File: config.mk
export PLATFORM = sky130hd
export DESIGN_NAME = etc_timer
export DESIGN_NICKNAME = d
export VERILOG_FILES = /design/src/hdl/etc_pkg.sv /design/src/hdl/etc_timer.sv
export VERILOG_INCLUDE_DIRS = /design/src /design/src/hdl
export SDC_FILE = /design/constraint.sdc
export NUM_CORES = 1
export LEC_CHECK = 0
export BUFFER_PORTS_ARGS = -buffer_cell sky130_fd_sc_hd__clkbuf_2
export CAP_MARGIN = 0
export CORE_AREA = 10 10 118 120
export CTS_CLUSTER_SIZE = 25
export DETAILED_ROUTE_END_ITERATION = 8
export DIE_AREA = 0 0 128 130
export PLACE_DENSITY = 0.61
export SETUP_SLACK_MARGIN = 0.15
export SYNTH_ARGS = -nofsm -noshare
export SYNTH_HDL_FRONTEND = slang
export SYNTH_SLANG_ARGS = --single-unit
File: constraint.sdc
create_clock -name CLK_SYS -period 5.1 [get_ports CLK_SYS]
set_input_delay 0.765 -clock CLK_SYS [delete_from_list [all_inputs] [get_ports CLK_SYS]]
set_output_delay 0.765 -clock CLK_SYS [all_outputs]
set_load 0.05 [all_outputs]
File: src/hdl/etc_regs.svh
// What this block does
// - eight-bit counter and two compare registers
// - bottom when counter becomes zero
// - maximum when counter becomes 0xff
// - top is 0xff or compare a
// - clock select picks prescaled tick or pin
// - select zero stops all ticks
// - counter readable and writable any time
// - counter write beats count and clear
// - three-bit mode split over two controls
// - overflow flag set per mode, interrupts
// - flags visible, requests gated by mask
// - match sets compare flag next tick
// - flag clears on service or write-one
// - compare buffered only in pwm modes
// - buffer copies at top only
// - cpu reaches buffer or active register
// - force strobe acts like match in non-pwm modes only, no flag
// - counter write blocks matches next tick
// - output state kept across mode change
// - output action change acts immediately
// - module runs only while power bit zero
// - mode 0 counts up, overflow at zero
// - mode 2 clears on compare a match
// - modes 3 and 7 fast pwm
// - action zero leaves output unchanged
`ifndef ETC_REGS_SVH
`define ETC_REGS_SVH
// ****************************************
// register indexes
// ****************************************
`define ETC_A_CTRL_A 4'h0
`define ETC_A_CTRL_B 4'h1
`define ETC_A_COUNT 4'h2
`define ETC_A_CMP_A 4'h3
`define ETC_A_CMP_B 4'h4
`define ETC_A_MASK 4'h5
`define ETC_A_FLAGS 4'h6
`define ETC_A_POWER 4'h7
// ****************************************
// values and fields
// ****************************************
`define ETC_BOTTOM 8'h00
`define ETC_MAX 8'hff
`define ETC_ZERO8 8'h00
`define ETC_CS_OFF 3'h0
`define ETC_CS_FALL 3'h6
`define ETC_CS_RISE 3'h7
`define ETC_M_NORMAL 3'h0
`define ETC_M_CTC 3'h2
`define ETC_M_FAST 3'h3
`define ETC_M_FAST_A 3'h7
`define ETC_M_PHASE_LO 2'h1
`define ETC_ACT_NONE 2'h0
`define ETC_ACT_TOGGLE 2'h1
`define ETC_ACT_CLEAR 2'h2
`define ETC_ACT_SET 2'h3
`define ETC_F_OVF 0
`define ETC_F_MA 1
`define ETC_F_MB 2
`define ETC_B_WGM2 3
`define ETC_B_FOCB 6
`define ETC_B_FOCA 7
`endif

File: src/hdl/etc_pkg.sv
package etc_pkg;
	typedef struct packed {
		logic [7:0] count;
		logic [7:0] cmp_a;
		logic [7:0] cmp_b;
		logic [7:0] buf_a;
		logic [7:0] buf_b;
		logic [7:0] ctrl_a;
		logic [3:0] ctrl_b;
		logic [2:0] mask;
		logic [2:0] flags;
		logic power_off;
		logic block;
		logic [1:0] wave;
		logic [7:0] rdata;
		logic [2:0] irq;
		logic at_bottom;
		logic pin_s1;
		logic pin_s2;
		logic pin_d;
	} etc_state_t;
endpackage

File: src/hdl/etc_timer.sv
// Decided for this implementation: the plain strobed port and the register offsets.
`timescale 1ns/100ps
`include "etc_regs.svh"
module etc_timer import etc_pkg::*; (
	input wire logic CLK_SYS,
	input wire logic RST,
	input wire logic [3:0] ADDR,
	input wire logic [7:0] WDATA,
	input wire logic WR,
	input wire logic RD,
	input wire logic PRESCALE_TICK,
	input wire logic EXT_COUNT_PIN,
	input wire logic [2:0] IRQ_ACK,
	output logic [7:0] RDATA,
	output logic [2:0] IRQ,
	output logic WAVE_OUT_A,
	output logic WAVE_OUT_B,
	output logic AT_BOTTOM
);
	etc_state_t s;
	etc_state_t next_s;
	logic [2:0] mode;
	logic [2:0] cs;
	logic tick;
	logic pwm;
	logic [7:0] top;
	logic match_a;
	logic match_b;
	logic [2:0] hw_set;
	logic [2:0] sw_clr;
	logic [7:0] cnt_nx;
	logic [1:0] act_a;
	logic [1:0] act_b;

	// ****************************************
	// output action of a match
	// ****************************************
	function automatic logic act_out(input logic [1:0] act, input logic cur, input logic p);
		logic r;
		r = cur;
		if (act == `ETC_ACT_TOGGLE && !p) begin
			r = ~cur;
		end else if (act == `ETC_ACT_CLEAR) begin
			r = 1'b0;
		end else if (act == `ETC_ACT_SET) begin
			r = 1'b1;
		end
		return r;
	endfunction

	// ****************************************
	// decode and tick
	// ****************************************
	assign mode = {s.ctrl_b[`ETC_B_WGM2], s.ctrl_a[1:0]};
	assign cs = s.ctrl_b[2:0];
	assign act_a = s.ctrl_a[7:6];
	assign act_b = s.ctrl_a[5:4];
	assign pwm = s.ctrl_a[0];
	assign top = (mode == `ETC_M_FAST_A || mode == `ETC_M_CTC) ? s.cmp_a : `ETC_MAX;

	always_comb begin
		tick = 1'b0;
		if (s.power_off || cs == `ETC_CS_OFF) begin
			tick = 1'b0;
		end else if (cs == `ETC_CS_FALL) begin
			tick = s.pin_d & ~s.pin_s2;
		end else if (cs == `ETC_CS_RISE) begin
			tick = ~s.pin_d & s.pin_s2;
		end else begin
			tick = PRESCALE_TICK;
		end
	end

	assign match_a = (s.count == s.cmp_a) && !s.block;
	assign match_b = (s.count == s.cmp_b) && !s.block;

	// ****************************************
	// next state
	// ****************************************
	always_comb begin
		next_s = s;
		next_s.pin_s1 = EXT_COUNT_PIN;
		next_s.pin_s2 = s.pin_s1;
		next_s.pin_d = s.pin_s2;
		hw_set = 3'h0;
		sw_clr = IRQ_ACK & s.flags;
		cnt_nx = s.count;
		if (tick) begin
			next_s.block = 1'b0;
			if ((mode == `ETC_M_CTC && match_a) || (pwm && s.count == top)) begin
				cnt_nx = `ETC_BOTTOM;
			end else begin
				cnt_nx = s.count + 8'h01;
			end
			if (s.count == `ETC_MAX && mode[1:0] != `ETC_M_PHASE_LO) begin
				hw_set[`ETC_F_OVF] = 1'b1;
			end
			if (mode == `ETC_M_FAST_A && s.count == top) begin
				hw_set[`ETC_F_OVF] = 1'b1;
			end
			hw_set[`ETC_F_MA] = match_a;
			hw_set[`ETC_F_MB] = match_b;
			if (match_a) begin
				next_s.wave[0] = act_out(act_a, s.wave[0], pwm);
			end
			if (match_b) begin
				next_s.wave[1] = act_out(act_b, s.wave[1], pwm);
			end
			if (pwm && cnt_nx == `ETC_BOTTOM) begin
				if (act_a == `ETC_ACT_CLEAR) next_s.wave[0] = 1'b1;
				if (act_a == `ETC_ACT_SET) next_s.wave[0] = 1'b0;
				if (act_b == `ETC_ACT_CLEAR) next_s.wave[1] = 1'b1;
				if (act_b == `ETC_ACT_SET) next_s.wave[1] = 1'b0;
			end
			if (pwm && s.count == top) begin
				next_s.cmp_a = s.buf_a;
				next_s.cmp_b = s.buf_b;
			end
		end
		next_s.count = cnt_nx;
		next_s.at_bottom = (cnt_nx == `ETC_BOTTOM);
		if (WR) begin
			if (ADDR == `ETC_A_CTRL_A) begin
				next_s.ctrl_a = WDATA;
			end else if (ADDR == `ETC_A_CTRL_B) begin
				next_s.ctrl_b = WDATA[3:0];
				if (!pwm && WDATA[`ETC_B_FOCA]) begin
					next_s.wave[0] = act_out(act_a, s.wave[0], 1'b0);
				end
				if (!pwm && WDATA[`ETC_B_FOCB]) begin
					next_s.wave[1] = act_out(act_b, s.wave[1], 1'b0);
				end
			end else if (ADDR == `ETC_A_COUNT) begin
				next_s.count = WDATA;
				next_s.at_bottom = (WDATA == `ETC_BOTTOM);
				next_s.block = 1'b1;
			end else if (ADDR == `ETC_A_CMP_A) begin
				next_s.buf_a = WDATA;
				if (!pwm) next_s.cmp_a = WDATA;
			end else if (ADDR == `ETC_A_CMP_B) begin
				next_s.buf_b = WDATA;
				if (!pwm) next_s.cmp_b = WDATA;
			end else if (ADDR == `ETC_A_MASK) begin
				next_s.mask = WDATA[2:0];
			end else if (ADDR == `ETC_A_FLAGS) begin
				sw_clr = sw_clr | WDATA[2:0];
			end else if (ADDR == `ETC_A_POWER) begin
				next_s.power_off = WDATA[0];
			end
		end
		next_s.flags = (s.flags & ~sw_clr) | hw_set;
		next_s.irq = next_s.flags & next_s.mask;
		next_s.rdata = `ETC_ZERO8;
		if (RD) begin
			if (ADDR == `ETC_A_CTRL_A) begin
				next_s.rdata = s.ctrl_a;
			end else if (ADDR == `ETC_A_CTRL_B) begin
				next_s.rdata = {4'h0, s.ctrl_b};
			end else if (ADDR == `ETC_A_COUNT) begin
				next_s.rdata = s.count;
			end else if (ADDR == `ETC_A_CMP_A) begin
				next_s.rdata = pwm ? s.buf_a : s.cmp_a;
			end else if (ADDR == `ETC_A_CMP_B) begin
				next_s.rdata = pwm ? s.buf_b : s.cmp_b;
			end else if (ADDR == `ETC_A_MASK) begin
				next_s.rdata = {5'h00, s.mask};
			end else if (ADDR == `ETC_A_FLAGS) begin
				next_s.rdata = {5'h00, s.flags};
			end else if (ADDR == `ETC_A_POWER) begin
				next_s.rdata = {7'h00, s.power_off};
			end
		end
	end

	always_ff @(posedge CLK_SYS) begin
		if (RST) begin
			s <= '0;
			s.power_off <= 1'b1;
			s.at_bottom <= 1'b1;
		end else begin
			s <= next_s;
		end
	end

	assign RDATA = s.rdata;
	assign IRQ = s.irq;
	assign WAVE_OUT_A = s.wave[0];
	assign WAVE_OUT_B = s.wave[1];
	assign AT_BOTTOM = s.at_bottom;
endmodule

[After elaboration in Yosys (flattened, before gate mapping)]
Cells that the tools add are included.
Storage, ports and cells
  register bits: 77
  bits of input ports: 21
  output and inout bits: 14
Cells by class
  $add $sub $neg: 1
  equal/unequal tests: 22
  mux-type cells: 78
  bitwise logic cells: 20
  reductions and logical operators: 27
Operator list (count)
  8-bit 2-to-1 mux: 21
  40-bit 2-to-1 mux: 2
  3-bit 2-to-1 mux: 19
  55-bit 2-to-1 mux: 1
  16-bit 2-to-1 mux: 2
  32-bit 2-to-1 mux: 1
  1-bit 2-to-1 mux: 28
  8-bit equality test: 3
  8-bit logical NOT: 3
  4-bit by 3-bit equality test with 1-bit output, second input constant: 4
  1-bit NOT: 12
  1-bit logical AND: 11
  3-bit bitwise AND: 3
  3-bit equality test, second input constant: 3
  9-bit AND reduction: 1
  8-bit by 1-bit adder with 8-bit output, second input constant: 1
  2-bit equality test, second input constant: 4
  4-bit by 2-bit equality test with 1-bit output, second input constant: 2
  8-bit equality test, second input constant: 1
  7-bit 2-to-1 mux: 1
  3-bit bitwise OR: 2
  6-bit AND reduction: 1
  5-bit AND reduction: 1
  2-bit by 1-bit equality test with 1-bit output, second input constant: 2
  other kinds (14): 19

[Depth between registers and ports, before layout]
Gate-level depths: netlist of the first run.
  word-level depth: 16
  depth in mapped cells: 11
  gate-level depth less buffers: 9

[Worst setup path before layout of the first run]
No wires, ideal clock.
  path kind: input to register
  from: input ADDR[2]
  to: register s[66] in the netlist's numbering
  data arrival time: 2347 ps
  data required time: 4962 ps
  path slack: 2615 ps
  stages: 8
  cells stage by stage: clkbuf_1 -> nor2_1 -> nand2_1 -> nor2_2 -> nand2_1 -> clkbuf_1 -> nor2_1 -> a211oi_1
Between the ends
  cells in the longest elaborated chain, start to end: 6
  elaborated cells between the ends (all ways): 9
Ends and longest elaborated chain
  start: declaration: line etc_timer.sv:7  | input wire logic [3:0] ADDR,
  4-bit by 2-bit equality test with 1-bit output (no source line)
  8-bit 2-to-1 mux: line etc_timer.sv:137  | end else if (ADDR == `ETC_A_CMP_A) begin
  32-bit 2-to-1 mux: line etc_timer.sv:133  | end else if (ADDR == `ETC_A_COUNT) begin
  40-bit 2-to-1 mux: line etc_timer.sv:125  | end else if (ADDR == `ETC_A_CTRL_B) begin
  40-bit 2-to-1 mux *: line etc_timer.sv:123  | if (ADDR == `ETC_A_CTRL_A) begin
  55-bit 2-to-1 mux *: line etc_timer.sv:122  | if (WR) begin
  end signal: assignment: line etc_timer.sv:181  | s <= next_s;
  end: declaration: line etc_timer.sv:20  | etc_state_t s;
Mark *: on every way between the ends. The rest lies on a longest branch, timed or not.
A chain may end at the register's enable or synchronous reset.

[Final worst setup path of the first run]
  from: register s[74] in the netlist's numbering
  to: register s[59] in the netlist's numbering
Between the ends
  cells in the longest elaborated chain, start to end: 11
Ends and longest elaborated chain
  8-bit equality test *: line etc_timer.sv:115  | if (pwm && s.count == top) begin
  1-bit logical AND *: line etc_timer.sv:115
  16-bit 2-to-1 mux *: line etc_timer.sv:115
  16-bit 2-to-1 mux *: line etc_timer.sv:88  | if (tick) begin
  8-bit 2-to-1 mux: line etc_timer.sv:142  | if (!pwm) next_s.cmp_b = WDATA;
  8-bit 2-to-1 mux: line etc_timer.sv:140  | end else if (ADDR == `ETC_A_CMP_B) begin
  8-bit 2-to-1 mux: line etc_timer.sv:137
  32-bit 2-to-1 mux: line etc_timer.sv:133
  40-bit 2-to-1 mux: line etc_timer.sv:125
  40-bit 2-to-1 mux: line etc_timer.sv:123
  55-bit 2-to-1 mux *: line etc_timer.sv:122
Marked as above.

==> impl_metrics.tcl, run 1 <==
set metrics [dict create \
    remaining_drc_errors 0 \
    dieWidth_um 128 \
    synth_edf_count 0 \
    synth_top_family_by_area "simple AND/OR/NAND/NOR gates" \
    worst_slew_pin_slew_ns 1.05 \
    critical_path_class "flop to flop" \
    max_cap_violations 0 \
    grt.overflow.total 0 \
    clock_path_buffers 2 \
    synth_top_area_share_pct 34.2 \
    fin_setup_tns_ns 0 \
    vias_per_cell 5.89 \
    syn_avg_cell_area_um2 8.04 \
    synthXorXnorAreaFrac_pct 2.33 \
    routed_wl_um 13100 \
    ir_drop_mv 0.173 \
    synth_area_leaders "dfxtp_1, mux2i_1, a21oi_1, nor2_1, a211oi_1" \
    cp.arrival_ns 3.45 \
    port_buffers 34 \
    wl_met3_um 712 \
    worst_path_largest_cell_delay_ns 0.89 \
    synth_fp_nets 583 \
    start_util_pct 38.5 \
    slew_headroom_pct 30.0 \
    cts-buffers-inserted 9 \
    grt_pass1_wl_um 20900 \
    insertion_delay_ns 0.34 \
    final_core_util_pct 41.7 \
    clock_skew_ns 0.00925 \
    pin_count 35 \
    track_usage_pct 15.4 \
    crit_buf_inv 0 \
    crit_family "simple AND/OR/NAND/NOR gates" \
    cts_max_level 3 \
    crit_fanout 22 \
    post-cts-setup-buffers 0 \
    maxSlewViolCount 0 \
    fin_hold_ws_ns 0.442 \
    place_ws_ns 1.93 \
    yosysTopAreaCell "dfxtp_1" \
    highest_layer "met4" \
    design.core.area_um2 11700 \
    drtIter0Drc 421 \
    final-hold-violation-count 0 \
    async_reset_ff_share_pct 0 \
    ys.flop_type "dfxtp_1" \
    fin_crit_ns 3.21 \
    ys_seq_area_share_pct 34.2 \
    placementRows 40 \
    setup_viol 0 \
    synth_seq_cells 77 \
    antenna_found_initial 0 \
    fmax_mhz 312 \
    yosysMostFrequentCell "dfxtp_1" \
    die_h_um 130 \
    clock-sinks 77 \
    cp-start-kind "flop" \
    status "completed" \
    p_leak_nw 1.66 \
    synth_compound_area_share_pct 21.7 \
    cts_tree "done" \
    muxShareOfSynthArea_pct 10.9 \
    yosys_warnings 0 \
    rsz0062_at_grt "false" \
    fin_ws_ns 1.89 \
    syn_inst 561 \
    drtPass1Iterations 5 \
    vias 4150 \
    root_buffer "clkbuf_16" \
    gp_congestion 0.866 \
    wl_met2_um 5960 \
    ctsResizeCount 0 \
    grt_max_degree 69 \
    synth_cell_types 65 \
    nets 574 \
    worstPathRequired_ns 5.34 \
    die_area_um2 16600 \
    fin_crit_sh_pct 62.9 \
    powerDensity_nw_per_um2 283 \
    synthSimpleGateAreaFrac_pct 23.3 \
    hold_buffers 0 \
    clk_pin_slew_ns 0.07 \
    stdcell_count 704 \
    grt_pass1_vias 3907 \
    syn_area_um2 4510 \
    hold_path.class "flop to flop" \
    synth_fa_ha_area_share_pct 0.277 \
    layout-drive-gt1-share_pct 13.3 \
    wire_per_inst_um 18.6 \
    crit_slowest_cell "and2_1" \
    worstSetupEndpointType "flop" \
    dp_hpwl_um 8910 \
    ys_top_cells_by_count "dfxtp_1, nor2_1, a21oi_1" \
    wl_met1_um 6140 \
    antenna_left 0 \
    area_growth_pct 8.30 \
    n_antenna_cell 0 \
    path_cells "o22ai_1 -> or3_1 -> a2111oi_4 -> and2_1 -> mux2i_1 -> a211oi_1" \
    place_inst 688 \
]
==> placed cells by master, fill, tap and decap left out, types with 3 or more instances in the layout <==
| cell type | count |
|---|---|
| a2111oi_4 | 3 |
| a211oi_1 | 19 |
| a21oi_1 | 63 |
| a221oi_1 | 3 |
| and3_1 | 7 |
| buf_4 | 4 |
| clkbuf_16 | 9 |
| clkbuf_2 | 34 |
| dfxtp_1 | 77 |
| inv_1 | 10 |
| mux2_2 | 8 |
| mux2i_1 | 40 |
| nand2_1 | 37 |
| nand2b_1 | 6 |
| nand3_1 | 20 |
| nand4_1 | 9 |
| nor2_1 | 71 |
| nor2b_1 | 17 |
| nor3_1 | 17 |
| nor3b_1 | 3 |
| nor4_1 | 4 |
| o211ai_1 | 3 |
| o21ai_0 | 17 |
| o22ai_1 | 4 |
| o311ai_0 | 3 |
| o31ai_1 | 3 |
| or3_1 | 7 |
| xnor2_1 | 11 |
==> final timing paths <==
| kind | from | to | slack (ns) | cells after the start |
|---|---|---|---|---|
| worst max-delay path | s[74] | s[59] | 1.89 | 6 |
| worst min-delay path | next_s[1] | next_s[0] | 0.44 | 1 |
| worst max register to register | s[74] | s[59] | 1.89 | 6 |
| worst min register to register | next_s[1] | next_s[0] | 0.44 | 1 |
==> sequential cells by signal, indices dropped and copies added, names as in the netlist <==
name and cells:
act_b 2, cs 3, WAVE_OUT_A 1, RDATA 8, AT_BOTTOM 1, WAVE_OUT_B 1, act_a 2, next_s 2
mode 3, s 51, IRQ 3
==> cell type report <==
type	count	area [um2]
Tap cell	147	184
Fill cell	1206	6830
Multi-Input combinational cell	415	2630
Clock buffer	9	225
Clock inverter	7	57.6
Sequential cell	77	1540
Inverter	11	41.3
Timing Repair Buffer	38	200
==> metrics by stage <==
stage	power [mW]	instance area, um2
floorplan	0.735	4510
global placement	0.775	4600
detailed placement	0.777	4600
CTS	1.38	4880
global route	1.43	4880
finish	1.38	4880
==> kinds of logic after synthesis <==
| logic type | count (synthesis) |
|---|---|
| xor+xnor | 12 |
| compound gates | 141 |
| flops | 77 |
| fa+ha+maj | 1 |
| buf+inv | 69 |
| mux | 48 |
| simple gates | 213 |
==> metal layers <==
metal	global-route usage, %	up-vias
met5	0	-
met2	23.8	141
met4	6.16	0
met3	2.23	19
li1	-	1981
met1	21.2	2009
==> power breakdown <==
| group | switching (mW) | internal [mW] |
|---|---|---|
| combinational | 0.0921 | 0.0453 |
| sequential | 0.0163 | 0.612 |
| clock | 0.281 | 0.337 |
| total | 0.389 | 0.995 |
==> worst reg2reg max path, delay by kind of cell (launching register included) <==
| kind | cells | cell delay (ns) |
|---|---|---|
| DFF | 1 | 0.69 |
| AOI/OAI and AO/OA | 3 | 0.87 |
| muxes | 1 | 0.19 |
| and+or+nand+nor | 2 | 1.37 |
Power figures use the tool's default switching activity.
==> run 2: changes to the inputs <==
--- a/config.mk
+++ b/config.mk
@@ -12,7 +12,7 @@
 export CTS_CLUSTER_SIZE = 25
 export DETAILED_ROUTE_END_ITERATION = 8
 export DIE_AREA = 0 0 128 130
-export PLACE_DENSITY = 0.61
+export PLACE_DENSITY = 0.63
 export SETUP_SLACK_MARGIN = 0.15
 export SYNTH_ARGS = -nofsm -noshare
 export SYNTH_HDL_FRONTEND = slang
==> constraint.sdc (replaced) <==
create_clock -name CLK_SYS -period 2.9 [get_ports CLK_SYS]
set_input_delay 0.435 -clock CLK_SYS [delete_from_list [all_inputs] [get_ports CLK_SYS]]
set_output_delay 0.435 -clock CLK_SYS [all_outputs]
set_load 0.05 [all_outputs]
==> run 2 against run 1 <==
Against the previous run: sequential power rose by 75%; via count rose by 1.5%; sequential share of layout area fell by 0.83 points; total power rose by 79%; final cell count rose by 2.3%.
==> impl_metrics.tcl, run 2 (synthesis gave the netlist of run 1 again) <==
set metrics [dict create \
    n_antenna_cell 0 \
    track_usage_pct 16.1 \
    dieWidth_um 128 \
    start_util_pct 38.5 \
    maxSlewViolCount 0 \
    hold_path.class "input pin to flop" \
    fin_hold_ws_ns 0.307 \
    largest_register "s" \
    powerDensity_nw_per_um2 493 \
    grt_pass1_wl_um 21400 \
    insertion_delay_ns 0.35 \
    p_leak_nw 1.74 \
    worst_slew_pin_slew_ns 0.728 \
    post-cts-setup-buffers 0 \
    fin_setup_tns_ns 0 \
    status "completed" \
    port_buffers 34 \
    die_area_um2 16600 \
    root_buffer "clkbuf_16" \
    pin_count 35 \
    vias_per_cell 5.85 \
    final-hold-violation-count 0 \
    grt.overflow.total 0 \
    gp_congestion 0.918 \
    nets 590 \
    cp-start-kind "flop" \
    wire_per_inst_um 18.8 \
    largest_reg_flops 51 \
    clock_skew_ns 0.0105 \
    die_h_um 130 \
    drtIter0Drc 538 \
    worstSetupEndpointType "flop" \
    grt_max_degree 68 \
    rsz0062_at_grt "false" \
    cts_tree "done" \
    clock-sinks 77 \
    worstPathRequired_ns 3.19 \
    antenna_found_initial 0 \
    crit_fanout 6 \
    routed_wl_um 13500 \
    grt_pass1_vias 3955 \
    clock_path_buffers 2 \
    critical_path_class "flop to flop" \
    fin_crit_ns 2.63 \
    antenna_left 0 \
    fill_cells 1208 \
    drtPass1Iterations 5 \
    cts_max_level 3 \
    slew_headroom_pct 51.5 \
    dp_hpwl_um 9590 \
    clk_pin_slew_ns 0.07 \
    mostFrequentLayoutCell "dfxtp_1" \
    cts-buffers-inserted 9 \
    setup_viol 0 \
    design.core.area_um2 11700 \
    final_cell_mix "dfxtp_1, nor2_1, a21oi_1" \
    placementRows 40 \
    remaining_drc_errors 0 \
    fmax_mhz 380 \
    ir_drop_mv 0.315 \
    max_cap_violations 0 \
    vias 4214 \
    fin_crit_sh_pct 90.7 \
    layout-drive-gt1-share_pct 16.6 \
    area_growth_pct 11.6 \
    cp.arrival_ns 2.92 \
]
run 2: critical path, cell delays in order (launching register included):
cell and delay (ns):
dfxtp_1 0.44, inv_2 0.05, or4b_1 0.58, a311oi_4 0.46, nand4_1 0.19, o311ai_0 0.60
o211a_1 0.25
run 2: path summary, 6_finish.rpt:
path	depth (start not counted)	to	slack (ns)	from
worst min register to register	1	next_s[0]	0.44	next_s[1]
worst min-delay path	2	next_s[1]	0.31	EXT_COUNT_PIN
worst max-delay path	6	s[72]	0.27	cs[1]
worst max register to register	6	s[72]	0.27	cs[1]
run 2: cell type report:
class                   count  area, um2  area share, %
repair buffers             54        333           6.61
flip-flops and latches     77       1550           30.7
well taps                 147        184           3.65
multi-input cells         415       2640           52.4
clock buffers               9        225           4.48
inverters                  11       41.3          0.820
clock inverters             7       67.6           1.34
run 2: routing by layer:
| layer | wire length [um] | part of all wire, % | global-route usage, % | vias up |
|---|---|---|---|---|
| li1 | - | - | - | 2018 |
| met1 | 6070 | 45 | 21.4 | 2010 |
| met2 | 6110 | 45 | 24.9 | 157 |
| met3 | 942 | 7.0 | 3.04 | 29 |
| met4 | 412 | 3.0 | 6.69 | 0 |
| met5 | 0 | 0 | 0 | - |
run 2: power breakdown:
| group | internal [mW] | total [mW] | switching [mW] |
|---|---|---|---|
| Sequential | 1.08 | 1.10 | 0.0227 |
| Combinational | 0.0944 | 0.267 | 0.173 |
| Clock | 0.599 | 1.12 | 0.516 |
| Total | 1.77 | 2.48 | 0.712 |
run 2: per-stage QoR:
stage                     cell area [um2]  total power [mW]  cells  utilization (%)  setup WS [ns]
after floorplan                      4510              1.29    561                -          0.610
after global placement               4730              1.38    704             40.4          0.260
after detailed placement             4730              1.39    704             40.4          0.208
after CTS                            5030              2.48    720             42.9          0.182
after global routing                 5030              2.55    720             43.0          0.151
final                                5030              2.48    720             43.0          0.270
run 2: repair_timing:
action / 4_1_cts / 5_1_grt
endpoints found under the hold margin: 0 / 0
resized for setup: 0 / 5
endpoints found under the setup margin: 0 / 10
hold buffers: 0 / 0
==> run 3: changes to the inputs <==
--- a/config.mk
+++ b/config.mk
@@ -6,14 +6,16 @@
 export SDC_FILE = /design/constraint.sdc
 export NUM_CORES = 1
 export LEC_CHECK = 0
+export ABC_AREA = 1
 export BUFFER_PORTS_ARGS = -buffer_cell sky130_fd_sc_hd__clkbuf_2
 export CAP_MARGIN = 0
-export CORE_AREA = 10 10 118 120
+export CORE_AREA = 10 10 117 119
 export CTS_CLUSTER_SIZE = 25
 export DETAILED_ROUTE_END_ITERATION = 8
-export DIE_AREA = 0 0 128 130
+export DIE_AREA = 0 0 127 129
 export PLACE_DENSITY = 0.63
 export SETUP_SLACK_MARGIN = 0.15
+export SLEW_MARGIN = 0
 export SYNTH_ARGS = -nofsm -noshare
 export SYNTH_HDL_FRONTEND = slang
 export SYNTH_SLANG_ARGS = --single-unit
==> constraint.sdc (replaced) <==
create_clock -name CLK_SYS -period 2.4 [get_ports CLK_SYS]
set_input_delay 0.36 -clock CLK_SYS [delete_from_list [all_inputs] [get_ports CLK_SYS]]
set_output_delay 0.36 -clock CLK_SYS [all_outputs]
set_load 0.05 [all_outputs]
==> run 3 against run 2 <==
Against the previous run: fmax increased by 30%; wire length increased by 0.66%; global-route usage increased by 0.59 points; largest power group unchanged; critical path depth increased by 8; die area decreased by 1.5%; sequential share of layout area increased by 0.44 points; final cell count increased by 13%; clock skew decreased by 0.0035 ns; clock-buffer cell count increased by 1; sequential power increased by 21%; largest cell class unchanged; first-iteration DRC count decreased by 28%; core utilization increased by 0.82 points.
==> impl_metrics.tcl, run 3 <==
set metrics [dict create \
    remaining_drc_errors 0 \
    worstSetupStartpoint "s[69]" \
    maxSlewViolCount 0 \
    syn_area_um2 4410 \
    worstSetupEndpointType "flop" \
    critical_path_class "flop to flop" \
    ir_drop_mv 0.414 \
    p_leak_nw 2.15 \
    insertion_delay_ns 0.35 \
    worstReg2RegEnd "WAVE_OUT_B" \
    drtIter0Drc 385 \
    antenna_found_initial 0 \
    vias_per_cell 5.29 \
    n_antenna_cell 0 \
    grt_max_degree 36 \
    synth_edf_count 0 \
    grt_pass1_wl_um 21800 \
    path_common_cell "nand2_1" \
    powerDensity_nw_per_um2 628 \
    wire_per_inst_um 16.7 \
    pin_count 35 \
    crit_fanout 9 \
    ys.flop_type "dfxtp_1" \
    fmax_mhz 494 \
    grt_pass1_vias 4031 \
    final-hold-violation-count 0 \
    dp_hpwl_um 10400 \
    yosys_warnings 0 \
    layout-drive-gt1-share_pct 16.5 \
    design.core.area_um2 11300 \
    fin_crit_sh_pct 84.3 \
    antenna_left 0 \
    worst_path_largest_cell_delay_ns 0.45 \
    clk_pin_slew_ns 0.06 \
    synth_fp_nets 671 \
    ys_seq_area_share_pct 34.9 \
    start_util_pct 39.0 \
    synth_top_area_share_pct 34.9 \
    async_reset_ff_share_pct 0 \
    syn_avg_cell_area_um2 6.80 \
    largest_reg_flops 51 \
    synth_cell_types 50 \
    dieWidth_um 127 \
    max_cap_violations 0 \
    place_inst 801 \
    fin_setup_tns_ns 0 \
    power_mw 3.11 \
    clock-sinks 77 \
    largest_register "s" \
    placementRows 39 \
    fin_crit_ns 2.02 \
    gp_congestion 0.919 \
    slew_headroom_pct 68.5 \
    r2r_cells 14 \
    stdcell_count 816 \
    vias 4318 \
    cp.arrival_ns 2.31 \
    root_buffer "clkbuf_16" \
    final_cell_mix "nand2_1, inv_1, o21ai_0" \
    nets 691 \
    timing.critical_path.to "WAVE_OUT_B" \
    area_growth_pct 12.4 \
    setup_viol 0 \
    fin_hold_ws_ns 0.197 \
    crit_slowest_cell "dfxtp_2" \
    cts_tree "done" \
    r2r_slack_ns 0.38 \
    yosysMostFrequentCell "nand2_1" \
    ys_top_cells_by_count "nand2_1, inv_1, o21ai_0" \
    rsz0062_at_grt "false" \
    worst_slew_pin_slew_ns 0.472 \
    die_h_um 129 \
    mostFrequentLayoutCell "nand2_1" \
    clock_path_buffers 2 \
    track_usage_pct 16.7 \
    routed_wl_um 13600 \
    path_cells "inv_2 -> nand2_1 -> nand2_1 -> nor2_1 -> nand3b_1 -> nor2_4 -> nand2_2 -> nand2_2 -> inv_2 -> o41ai_2 -> nand2_1 -> nand2_1 -> nand3_1 -> a21oi_2" \
    status "completed" \
    die_area_um2 16400 \
    hold_buffers 0 \
    cts-buffers-inserted 9 \
    cts_max_level 3 \
    r2r-start "s[69]" \
    worstPathRequired_ns 2.68 \
    port_buffers 34 \
    drtPass1Iterations 7 \
    grt.overflow.total 0 \
    cp-start-kind "flop" \
    synth_area_leaders "dfxtp_1, nand2_1, o21ai_0, inv_1, a21oi_1" \
    syn_inst 649 \
    synth_seq_cells 77 \
    clock_skew_ns 0.00694 \
    hold_path.class "input pin to flop" \
    yosysTopAreaCell "dfxtp_1" \
]
-- run 3: worst min-delay path by stage --
stage	start	endpoint	cells after the start
detailed placement	next_s[1]	next_s[0]	2
CTS	EXT_COUNT_PIN	next_s[1]	3
floorplan	next_s[1]	next_s[0]	2
global placement	next_s[1]	next_s[0]	2
finish	EXT_COUNT_PIN	next_s[1]	3
global route	EXT_COUNT_PIN	next_s[1]	3
-- run 3: kinds of logic after synthesis --
| family | synth area share, % |
|---|---|
| buf+inv | 14.2 |
| compound gates | 25.2 |
| fa+ha+maj | 0.284 |
| xor+xnor | 1.19 |
| flops | 34.9 |
| simple gates | 24.2 |
-- run 3: repair_timing --
| item | 4_1_cts | 5_1_grt |
|---|---|---|
| endpoints found under the setup margin | 5 | 6 |
| setup buffers | 0 | 0 |
| endpoints found under the hold margin | 0 | 0 |
| gates resized for setup | 2 | 3 |
-- run 3: stage by stage --
step	utilization [%]	worst slack, ns	cell area, um2
2_1_floorplan	-	0.676	4410
3_3_place_gp	40.9	0.0117	4630
3_5_place_dp	40.9	0.0945	4630
4_1_cts	43.7	0.238	4950
5_1_grt	43.8	0.152	4960
6_report	43.8	0.376	4960
-- run 3: where the power goes --
| group | internal (mW) | leakage, nW | switching [mW] |
|---|---|---|---|
| registers | 1.30 | 0.625 | 0.0214 |
| logic | 0.0987 | 1.36 | 0.223 |
| clock network | 0.927 | 0.158 | 0.540 |
| total | 2.33 | 2.15 | 0.784 |
-- run 3: area by class of cell --
type / count / area [um2]
Timing Repair Buffer: 48 / 275
Fill cell: 1209 / 6360
Multi-Input combinational cell: 429 / 2250
Clock inverter: 5 / 75.1
Inverter: 104 / 394
Sequential cell: 77 / 1550
Tap cell: 143 / 179
Clock buffer: 10 / 239
-- run 3: metal layers --
layer  vias up  share of wire [%]  GRT usage (%)
li1       2180                  -              -
met1      1983                 46           21.5
met2       130                 45           26.1
met3        25                6.3           3.49
met4         0                2.8           7.57
met5         -                  0              0
-- run 3: worst max-delay path, delay by kind of cell (launching register included) --
family | cells | cell delay (ns)
buffers and inverters | 2 | 0.17
AO/OA/AOI/OAI | 2 | 0.21
flip-flops | 1 | 0.45
AND/OR/NAND/NOR | 10 | 1.13
